<file path="config.mk">
export PLATFORM = sky130hd
export DESIGN_NAME = sst_core
export DESIGN_NICKNAME = d
export VERILOG_FILES = /design/src/rtl/sst_pkg.sv /design/src/rtl/sst_core.sv
export SDC_FILE = /design/constraint.sdc
export NUM_CORES = 1
export LEC_CHECK = 0
export BUFFER_PORTS_ARGS = -buffer_cell sky130_fd_sc_hd__buf_2
export CAP_MARGIN = 20
export CORE_UTILIZATION = 35
export DETAILED_ROUTE_END_ITERATION = 8
export PLACE_DENSITY = 0.57
export SLEW_MARGIN = 30
export SYNTH_ARGS = -nofsm -noshare
export SYNTH_HDL_FRONTEND = slang
export SYNTH_SLANG_ARGS = --single-unit
</file>
<file path="constraint.sdc">
create_clock -name sys_clk -period 7.6 [get_ports sys_clk]
set_input_delay 0.38 -clock sys_clk [delete_from_list [all_inputs] [get_ports sys_clk]]
set_output_delay 0.38 -clock sys_clk [all_outputs]
set_load 0.05 [all_outputs]
</file>
<file path="src/rtl/sst_pkg.sv">
// Package of constants and carriers for the synchronous transfer and latch block
package sst_pkg;

  // ----------------------------------------
  // Register offsets
  // ----------------------------------------
  localparam logic [7:0] SST_XFER_CTRL_OFS = 8'h05;
  localparam logic [7:0] SST_OUT_DATA_OFS  = 8'h06;
  localparam logic [7:0] SST_OUT_CTRL_OFS  = 8'h07;
  localparam logic [7:0] SST_FIRST_OFS     = 8'h08;
  localparam logic [7:0] SST_IN_DATA_OFS   = 8'h09;
  localparam logic [7:0] SST_DATA_VIEW_OFS = 8'h0A;
  localparam logic [7:0] SST_CFG_OFS       = 8'h10;
  localparam logic [7:0] SST_PERIOD_OFS    = 8'h11;

  // ----------------------------------------
  // Field positions and reset values
  // ----------------------------------------
  localparam int         SST_DHE_BIT     = 7;
  localparam int         SST_PER_LSB     = 4;
  localparam int         SST_OFS_LSB     = 0;
  localparam logic [3:0] SST_OFS_MAX     = 4'h8;
  localparam int         SST_CFG_ADB     = 0;
  localparam int         SST_CFG_SETUP   = 1;
  localparam int         SST_CFG_DIV_LSB = 2;
  localparam int         SST_CFG_PSC_LSB = 4;
  localparam int         SST_CFG_TARGET  = 6;
  localparam logic [7:0] SST_REG_RESET   = 8'h00;
  localparam logic [3:0] SST_BASE_UNITS  = 4'h4;

  // ----------------------------------------
  // Bus phase and carriers
  // ----------------------------------------
  typedef enum logic [2:0] {
    SST_PH_DOUT = 3'b000,
    SST_PH_DIN  = 3'b001,
    SST_PH_CMD  = 3'b010,
    SST_PH_STAT = 3'b011,
    SST_PH_R4   = 3'b100,
    SST_PH_R5   = 3'b101,
    SST_PH_MOUT = 3'b110,
    SST_PH_MIN  = 3'b111
  } sst_phase_e;

  typedef struct packed {
    logic req;
    logic ack;
    logic bsy;
    logic sel;
    logic atn;
    logic msg;
    logic cd;
    logic io;
  } sst_ctl_s;

  typedef struct packed {
    logic       sync_mode;
    logic [3:0] offset;
    logic [5:0] period_half_units;
  } sst_xfer_s;

endpackage

</file>
<file path="src/rtl/sst_core.sv">
// Synchronous transfer parameters and bus byte latches
// Functional notes
// - Disable-halt keeps target running until move ends
// - Period field value is period index
// - Core unit is clock times prescale divisor
// - Extra setup send period four plus index plus one
// - Otherwise send and receive four plus index
// - Sync prescale field overrides async divide
// - Offset zero async, one to eight sync
// - Offset applies to data phases only
// - Drive output latch only with assert-data bit
// - Phase mismatch blocks initiator data transfer
// - Every sent byte passes output latch
// - Control latch bits assert bus signals
// - Capture first byte of receiving move
// - Selection loads combined ID into capture
// - Input latch on asserting REQ or ACK
// - Driven output byte readable via input latch
// - Data view shows live data lines
// - Latch and view registers reset to zero
//
// Local design decision: strobed register access.
module sst_core
  import sst_pkg::*;
(
  input  wire logic            sys_clk,
  input  wire logic            rst,
  input  wire logic [7:0]      reg_addr,
  input  wire logic [7:0]      reg_wdata,
  input  wire logic            reg_wr,
  input  wire logic            reg_rd,
  output logic      [7:0]      reg_rdata,
  input  wire logic            seq_ctl_wr,
  input  wire logic [7:0]      seq_ctl_data,
  input  wire logic            seq_send_wr,
  input  wire logic [7:0]      seq_send_data,
  input  wire logic            move_start,
  input  wire logic            move_receive,
  input  wire logic            move_done,
  input  wire logic            sel_event,
  input  wire logic [7:0]      sel_ids,
  input  wire logic            parity_err,
  input  wire logic [7:0]      bus_data_in,
  input  wire logic [7:0]      bus_ctl_in,
  output logic      [7:0]      bus_data_out,
  output logic                 bus_data_oe,
  output logic      [7:0]      bus_ctl_out,
  output logic                 halt_req,
  output logic                 phase_mismatch,
  output sst_xfer_s            xfer_active,
  output logic                 rx_byte_valid,
  output logic      [7:0]      rx_byte
);

  // ----------------------------------------
  // Registers
  // ----------------------------------------
  logic [7:0]  xfer_ctrl_reg;
  logic [7:0]  out_data_reg;
  logic [7:0]  out_ctrl_reg;
  logic [7:0]  first_reg;
  logic [7:0]  in_data_reg;
  logic [7:0]  cfg_reg;
  logic [2:0]  data_s1_reg [8];
  logic [2:0]  ctl_s1_reg  [8];
  logic [7:0]  data_sync;
  logic [7:0]  ctl_sync;
  logic [7:0]  data_view_reg;
  logic [7:0]  ctl_view_reg;
  logic        req_prev_reg;
  logic        ack_prev_reg;
  logic        first_pend_reg;
  logic        move_busy_reg;
  logic        halt_pend_reg;
  logic [7:0]  rd_next;
  logic [5:0]  period_next;
  logic [3:0]  div_half;
  logic        strobe_edge;
  logic        target_mode;
  sst_ctl_s    ctl_live;
  sst_ctl_s    ctl_own;
  sst_phase_e  phase_live;
  logic        data_phase;
  logic        phase_bad;

  assign target_mode = cfg_reg[SST_CFG_TARGET];
  assign ctl_live    = sst_ctl_s'(ctl_view_reg);
  assign ctl_own     = sst_ctl_s'(out_ctrl_reg);
  assign phase_live  = sst_phase_e'({ctl_live.msg, ctl_live.cd, ctl_live.io});

  // ----------------------------------------
  // Input synchronisers
  // ----------------------------------------
  genvar gi;
  generate
    for (gi = 0; gi < 8; gi++)
    begin : g_sync
      always_ff @(posedge sys_clk or posedge rst)
      begin
        if (rst)
        begin
          data_s1_reg[gi] <= 3'h0;
          ctl_s1_reg[gi]  <= 3'h0;
        end
        else
        begin
          data_s1_reg[gi] <= {data_s1_reg[gi][1:0], bus_data_in[gi]};
          ctl_s1_reg[gi]  <= {ctl_s1_reg[gi][1:0], bus_ctl_in[gi]};
        end
      end
      assign data_sync[gi] = data_s1_reg[gi][2];
      assign ctl_sync[gi]  = ctl_s1_reg[gi][2];
      always_ff @(posedge sys_clk or posedge rst)
      begin
        if (rst)
        begin
          data_view_reg[gi] <= 1'b0;
          ctl_view_reg[gi]  <= 1'b0;
        end
        else
        begin
          if (data_s1_reg[gi][1] == data_sync[gi])
            data_view_reg[gi] <= data_sync[gi];
          if (ctl_s1_reg[gi][1] == ctl_sync[gi])
            ctl_view_reg[gi] <= ctl_sync[gi];
        end
      end
    end
  endgenerate

  // ----------------------------------------
  // Handshake edge and phase check
  // ----------------------------------------
  // asserting REQ or ACK edge
  assign strobe_edge = target_mode ? (ctl_live.ack & ~ack_prev_reg) : (ctl_live.req & ~req_prev_reg);
  assign data_phase  = (phase_live == SST_PH_DOUT) || (phase_live == SST_PH_DIN);
  assign phase_bad   = ~target_mode & ({ctl_own.msg, ctl_own.cd, ctl_own.io} != phase_live);

  always_ff @(posedge sys_clk or posedge rst)
  begin
    if (rst)
    begin
      req_prev_reg   <= 1'b0;
      ack_prev_reg   <= 1'b0;
      phase_mismatch <= 1'b0;
    end
    else
    begin
      req_prev_reg   <= ctl_live.req;
      ack_prev_reg   <= ctl_live.ack;
      phase_mismatch <= ctl_live.req & phase_bad;
    end
  end

  // ----------------------------------------
  // Software registers
  // ----------------------------------------
  always_ff @(posedge sys_clk or posedge rst)
  begin
    if (rst)
    begin
      xfer_ctrl_reg <= SST_REG_RESET;
      cfg_reg       <= SST_REG_RESET;
    end
    else if (reg_wr)
    begin
      if (reg_addr == SST_XFER_CTRL_OFS)
        xfer_ctrl_reg <= reg_wdata;
      if (reg_addr == SST_CFG_OFS)
        cfg_reg <= reg_wdata;
    end
  end

  // output latch carries every sent byte
  always_ff @(posedge sys_clk or posedge rst)
  begin
    if (rst)
      out_data_reg <= SST_REG_RESET;
    else if (seq_send_wr)
      out_data_reg <= seq_send_data;
    else if (reg_wr && reg_addr == SST_OUT_DATA_OFS)
      out_data_reg <= reg_wdata;
  end

  always_ff @(posedge sys_clk or posedge rst)
  begin
    if (rst)
      out_ctrl_reg <= SST_REG_RESET;
    else if (seq_ctl_wr)
      out_ctrl_reg <= seq_ctl_data;
    else if (reg_wr && reg_addr == SST_OUT_CTRL_OFS)
      out_ctrl_reg <= reg_wdata;
  end

  // ----------------------------------------
  // Bus drive
  // ----------------------------------------
  always_ff @(posedge sys_clk or posedge rst)
  begin
    if (rst)
    begin
      bus_data_out <= 8'h00;
      bus_data_oe  <= 1'b0;
      bus_ctl_out  <= 8'h00;
    end
    else
    begin
      bus_data_out <= out_data_reg;
      bus_data_oe  <= cfg_reg[SST_CFG_ADB] & ~(phase_mismatch & ~target_mode);
      bus_ctl_out  <= out_ctrl_reg;
    end
  end

  // ----------------------------------------
  // Receive latches
  // ----------------------------------------
  // latch data on strobe edge
  always_ff @(posedge sys_clk or posedge rst)
  begin
    if (rst)
    begin
      in_data_reg   <= SST_REG_RESET;
      rx_byte       <= 8'h00;
      rx_byte_valid <= 1'b0;
    end
    else
    begin
      rx_byte_valid <= strobe_edge & ~phase_bad;
      if (strobe_edge)
      begin
        in_data_reg <= data_view_reg;
        rx_byte     <= data_view_reg;
      end
    end
  end

  always_ff @(posedge sys_clk or posedge rst)
  begin
    if (rst)
    begin
      first_reg      <= SST_REG_RESET;
      first_pend_reg <= 1'b0;
    end
    else if (sel_event)
    begin
      first_reg      <= sel_ids;
      first_pend_reg <= 1'b0;
    end
    else if (move_start && move_receive)
      first_pend_reg <= 1'b1;
    else if (first_pend_reg && strobe_edge && !phase_bad)
    begin
      first_reg      <= data_view_reg;
      first_pend_reg <= 1'b0;
    end
  end

  // ----------------------------------------
  // Halt control
  // ----------------------------------------
  always_ff @(posedge sys_clk or posedge rst)
  begin
    if (rst)
    begin
      move_busy_reg <= 1'b0;
      halt_pend_reg <= 1'b0;
      halt_req      <= 1'b0;
    end
    else
    begin
      if (move_start)
        move_busy_reg <= 1'b1;
      else if (move_done)
        move_busy_reg <= 1'b0;
      if (target_mode && (ctl_live.atn || parity_err) && xfer_ctrl_reg[SST_DHE_BIT])
        halt_pend_reg <= 1'b1;
      else if (move_done)
        halt_pend_reg <= 1'b0;
      if (!target_mode)
        halt_req <= 1'b0;
      else if (!xfer_ctrl_reg[SST_DHE_BIT])
        halt_req <= ctl_live.atn | parity_err;
      else
        halt_req <= (halt_pend_reg | ctl_live.atn | parity_err) & move_done & move_busy_reg;
    end
  end

  // ----------------------------------------
  // Period arithmetic
  // ----------------------------------------
  // async divide 00 two, 01 one and a half, 10 one
  always_comb
  begin
    div_half = 4'h4;
    unique case (cfg_reg[SST_CFG_PSC_LSB +: 2])
      2'b01: div_half = 4'h2;
      2'b10: div_half = 4'h3;
      2'b11: div_half = 4'h4;
      default:
      begin
        case (cfg_reg[SST_CFG_DIV_LSB +: 2])
          2'b00:   div_half = 4'h4;
          2'b01:   div_half = 4'h3;
          default: div_half = 4'h2;
        endcase
      end
    endcase
  end

  always_comb
  begin
    logic [3:0] units;
    units = SST_BASE_UNITS + {1'b0, xfer_ctrl_reg[SST_PER_LSB +: 3]};
    if (cfg_reg[SST_CFG_SETUP] && !move_receive)
      units = units + 4'h1;
    period_next = 6'(units * {2'b00, div_half});
  end

  // offset zero async, reserved values async
  always_ff @(posedge sys_clk or posedge rst)
  begin
    if (rst)
      xfer_active <= '0;
    else if (move_start)
    begin
      xfer_active.offset            <= xfer_ctrl_reg[SST_OFS_LSB +: 4];
      xfer_active.sync_mode         <= data_phase && (xfer_ctrl_reg[SST_OFS_LSB +: 4] != 4'h0) &&
                                       (xfer_ctrl_reg[SST_OFS_LSB +: 4] <= SST_OFS_MAX);
      xfer_active.period_half_units <= period_next;
    end
  end

  // ----------------------------------------
  // Read port
  // ----------------------------------------
  // registers read zero after reset
  always_comb
  begin
    rd_next = 8'h00;
    case (reg_addr)
      SST_XFER_CTRL_OFS: rd_next = xfer_ctrl_reg;
      SST_OUT_DATA_OFS:  rd_next = out_data_reg;
      SST_OUT_CTRL_OFS:  rd_next = out_ctrl_reg;
      SST_FIRST_OFS:     rd_next = first_reg;
      SST_IN_DATA_OFS:   rd_next = in_data_reg;
      SST_DATA_VIEW_OFS: rd_next = data_view_reg;
      SST_CFG_OFS:       rd_next = cfg_reg;
      SST_PERIOD_OFS:    rd_next = {2'b00, xfer_active.period_half_units};
      default:           rd_next = 8'h00;
    endcase
  end

  always_ff @(posedge sys_clk or posedge rst)
  begin
    if (rst)
      reg_rdata <= 8'h00;
    else if (reg_rd)
      reg_rdata <= rd_next;
    else
      reg_rdata <= 8'h00;
  end

endmodule

</file>
### Word-level counts from Yosys, hierarchy flattened

Cells that the tools add are included.

* register bits: 148
* input bits: 67
* output and inout port bits: 47
* logic and storage cells: 146

* $add $sub $neg: 2
* $mul: 1
* order comparisons: 1
* equality and inequality tests: 29
* mux-type cells: 21
* bitwise operators: 17
* reduce and logical (&&, ||, !) cells: 26

Operators with widths (count)
* $mux 8: 8
* $pmux 8 s8: 1
* $eq 8x3->1 const B: 3
* $eq 8x4->1 const B: 3
* $eq 8x5->1 const B: 2
* $eq 1x1->1: 14
* $logic_and 1x1->1: 10
* $reduce_bool 2->1: 5
* $and 1x1->1: 9
* $mux 1: 9
* $pmux 3 s3: 1
* $mul 4x4->6: 1
* $pmux 3 s2: 1
* $reduce_and 2->1: 3
* $not 1->1: 5
* $add 3x3->4 const A: 1
* $add 4x1->4 const B: 1
* $eq 2x1->1 const B: 2
* $eq 2x2->1 const B: 2
* $le 4x4->1 const B: 1
* $mux 4: 1
* $reduce_bool 4->1: 1
* $eq 3x1->1 const B: 1
* $logic_not 3->1: 1
* 7 further kinds: 11

### Depth between registers and ports, before layout

* depth in word-level cells: 8
* mapped depth: 12
* depth with buffers taken out: 12

### Least setup slack after synthesis

OpenSTA, ideal clock, no wires.

* path kind: flip-flop to flip-flop
* start: register cfg_reg[4]
* end: register xfer_active[5] (netlist name)
* arrival: 3054 ps
* data required time: 7475 ps
* path slack: 4422 ps
* stages on the path, launching flop included: 13
* buffers on the path: 0
* period minus slack after synthesis: 3178 ps
* cells stage by stage: dfrtp_1 inv_1 ha_1 or3b_2 o21ai_0 nand2b_1 fa_1 inv_1 ha_1 a21o_1 a21oi_1 xnor3_1 mux2_2

* longest elaborated chain between the ends: 3
* elaborated cells on any way between the ends: 5

Ends and longest elaborated chain
* start, declared: RTL line sst_core.sv:63 `logic [7:0] cfg_reg;`
* start signal, assigned: RTL line sst_core.sv:170 `cfg_reg <= reg_wdata;`
* $eq 2x2->1 or $eq 2x1->1 (tied branches): RTL line sst_core.sv:295 `unique case (cfg_reg[SST_CFG_PSC_LSB +: 2])`
* $pmux 3 s3 (*): RTL line sst_core.sv:295
* $mul 4x4->6 (*): RTL line sst_core.sv:316 `period_next = 6'(units * {2'b00, div_half});`
* end, declared: RTL line sst_core.sv:50 `output sst_xfer_s xfer_active,`

Mark *: on every way between the ends. The rest lies on a longest branch, timed or not.
A chain may end at the register's enable or synchronous reset.

### Final worst setup path

Ends and elaborated chain as after synthesis.

==> key figures <==
Finish
  – Fin nets: between 600 and 700
  – Layout cells sized above 1: 33.82%
  – N_diodes: 0
  – Final Cell Area: between 7000 and 8000 um2
  – Max reg flops: 24
  – Area Overhead vs Synth: 21.29%
  – Fillers: 1647
  – Final core occ: about 44%

Clock tree
  – Clock Tree Buf Depth: 2
  – Worst-path clk slew: around 70 ps
  – CTS Hold Buffers Added: 0
  – Clock latency on the worst-skew pair: 430 ps
  – CTS tree: done
  – CTS root buf: clkbuf_16
  – PostCTS Resize Cnt: 0
  – Cts bufs inserted: 17
  – H-tree depth: 4
  – CTS sink cnt: 148
  – Postcts setup bufs: 0

Worst setup path
  – Max stage delay on crit path: about 490 ps
  – Worst Setup SP: cfg_reg[4]$_DFFE_PP0P_
  – Crit path max fanout: 5
  – Worst R2R End: xfer_active[5]$_DFFE_PP0P_
  – Worst Setup End Kind: flop
  – Max stage delay cell, worst path: or3b_2
  – Worst reg2reg path depth: 12
  – Critical path buffer and inverter count: 2
  – R2r setup slk: about 4200 ps
  – Worst-path cell chain: inv_1 > ha_1 > or3b_2 > o21ai_0 > nand2b_1 > fa_1 > inv_1 > ha_1 > a21o_1 > a21oi_1 > xnor3_1 > mux2_2
  – Critical Path AT: between 3000 and 4000 ps
  – Origin of the critical flop-to-flop path: cfg_reg[4]$_DFFE_PP0P_
  – Kind of critical path: reg2reg
  – Startpoint Class: flop
  – Delay-heaviest family, CP: adder cells
  – Required @ worst endpoint: a little under 8000 ps

Global route
  – Largest net degree at the start of global routing: 81
  – Total Routing Usage GR: around 18%
  – Initial antenna violation count: 0
  – Vias in the first global route: about 4500
  – First-pass GRT wire length: ~25000 um
  – Total gr overflow: 0

Floorplan
  – Row count: 48
  – Die extent in x: between 100 and 150 um
  – Total Die Area: between 15000 and 20000 um2
  – Core Box Area: 17420 um2
  – Initial core utilization: between 30 and 40%
  – Ports: approximately 110
  – Die Y: ~140 um

Logic synthesis
  – #FFs+latches synth: 148
  – Cells after Synth: 498
  – Count leader, synth: dfrtp_1
  – Synth Cell Area: 6290 um2
  – Number of flops mapped to enable cells by yosys: 0
  – Top FF cell, synth: dfrtp_1
  – Post-synth top area share: 58.88%
  – Async SR Flop Fraction: 100.0%
  – Simple-Gate Fraction of Synth Area: a little under an eighth
  – Synth top area cells: dfrtp_1, mux2_2, mux2i_1, maj3_1, ha_1
  – Netlist cell types: 55
  – Synth Area per Inst: roughly 13 um2
  – Post-synth top cells: dfrtp_1, mux2_2, nand2_1
  – Synth Area in XOR/XNOR: under 10%
  – Post-Synth Adder-Cell Area: a little under 5%
  – Synth Area in Compound Gates: ~7.8%
  – Synth area leader: dfrtp_1
  – Syn_nets: between 500 and 600
  – Largest family of logic cells by synthesized area: multiplexers
  – YS warnings: 0
  – Register area share after synthesis: about three fifths
  – Multiplexer area fraction after synthesis: between 10% and 20%

Drt
  – DR pass1 iterations: 4
  – Vias per cell: approximately 5.0
  – Via count: between 4000 and 5000
  – Drt initial violations: between 300 and 400
  – Remaining DRCs: 0
  – Antenna viol nets, final: 0
  – Avg WL per Cell: ~18 um
  – Final wirelength: about 16000 um

Timing
  – Slew Limit Fails: 0
  – Setup violators final: 0
  – Worst Tran Pin Value: slightly above 900 ps
  – Fin crit share: approximately 45%
  – RSZ-0062 raised after global routing: no
  – Clk_skew: 7.036 ps
  – FMAX: 0.2931 GHz
  – Final Hold Fails: 0
  – Setup TNS: 0 ps
  – Post-layout minimum cycle time: ~3400 ps
  – Slew headroom: 38.06%
  – Setup ws final: 4189 ps

Placed design
  – I/O Buffers: about 110
  – RePlAce Congestion: ~0.84
  – Final HPWL DP: about 11000 um
  – Pre-CTS worst setup slack: roughly 4100 ps
  – Placed Instance Area: a little over 7000 um2

Power
  – Peak VDD IR: ~150 uV
  – Design Power: 2031 uW
  – Leak: 0.003566 uW
  – PD cells: ~270 nW/um2

Flow run
  – # Max-Cap Violations: 0

Worst hold path
  – Hold WC Path Type: in2async

Outcome
  – Outcome: finished, final reports clean
[final cells by class]
class	count	area, um2	share of cell area (%)
flip-flops and latches	148	3704	48.55
well taps	225	281.5	3.690
inverters	16	65.06	0.8529
multi-input cells	312	2435	31.92
clock inverters	15	143.9	1.886
clock buffers	17	425.4	5.577
repair buffers	113	574.3	7.528
[worst register-to-register path, stage by stage (launching register included)]
cell and delay (ps):
dfrtp_1 410, inv_1 90, ha_1 210, or3b_2 490, o21ai_0 170, nand2b_1 190, fa_1 420, inv_1 120
ha_1 240, a21o_1 190, a21oi_1 190, xnor3_1 330, mux2_2 260
[cell usage in the layout, fill, tap and decap left out, types with 3 or more instances in the layout]
cell type,instances
mux2_2,54
or3_1,8
a31oi_1,3
a21o_1,3
o22ai_1,4
buf_2,111
clkbuf_16,17
a22oi_1,5
nor2b_1,11
o32a_1,3
nand3_1,10
nand4_1,4
o21ai_0,20
xor2_1,4
nor3_1,17
inv_1,15
nand3b_1,3
a221oi_1,10
clkinv_4,3
and3_1,5
dfrtp_1,148
nand2_1,29
ha_1,9
maj3_1,14
mux2i_1,19
nor2_1,22
fa_1,3
inv_6,4
inv_8,3
clkinv_2,4
a21oi_1,6
nand2b_1,5
and2_1,6
xnor2_1,4
[power by group]
group / leakage [uW] / switching (uW) / internal, uW / total, uW
combinational: 0.00146 / 210 / 101 / 311
clock: 0.000284 / 355 / 458 / 814
sequential: 0.00183 / 52.0 / 855 / 907
total: 0.00357 / 617 / 1410 / 2030
[metrics by stage]
step,hold WS [ps],std cells
after global placement,332.4,814
final,30.58,846
after CTS,35.31,846
after detailed placement,334.7,814
after floorplan,331.2,498
after global routing,35.57,846
[cell families (layout without fill, tap and decap cells)]
group                      after synthesis  count (layout)
DFF                                    148             148
and+or+nand+nor                        134             134
muxes                                   73              73
AOI/OAI and AO/OA                       70              70
buffers and inverters                   38             161
adders and majority gates               26              26
xor gates and xnor gates                 9               9
[routing by layer]
layer,vias to the layer above,global-route usage (%),routed length [um]
met1,2104,23.52,6747
met3,25,4.064,792
met5,-,0,0
met4,0,7.531,362
met2,120,29.41,7613
li1,2002,-,-
[worst max-delay path by stage]
stage,endpoint,slack [ps],depth (start not counted)
2_1_floorplan,ack_prev_reg$_DFF_PP0_,3240,1
3_3_place_gp,xfer_active[5]$_DFFE_PP0P_,4280,12
3_5_place_dp,xfer_active[5]$_DFFE_PP0P_,4150,12
4_1_cts,xfer_active[5]$_DFFE_PP0P_,4150,12
5_1_grt,xfer_active[5]$_DFFE_PP0P_,3930,12
6_report,xfer_active[5]$_DFFE_PP0P_,4190,12
Note: power is estimated with default switching activity, not from simulation.
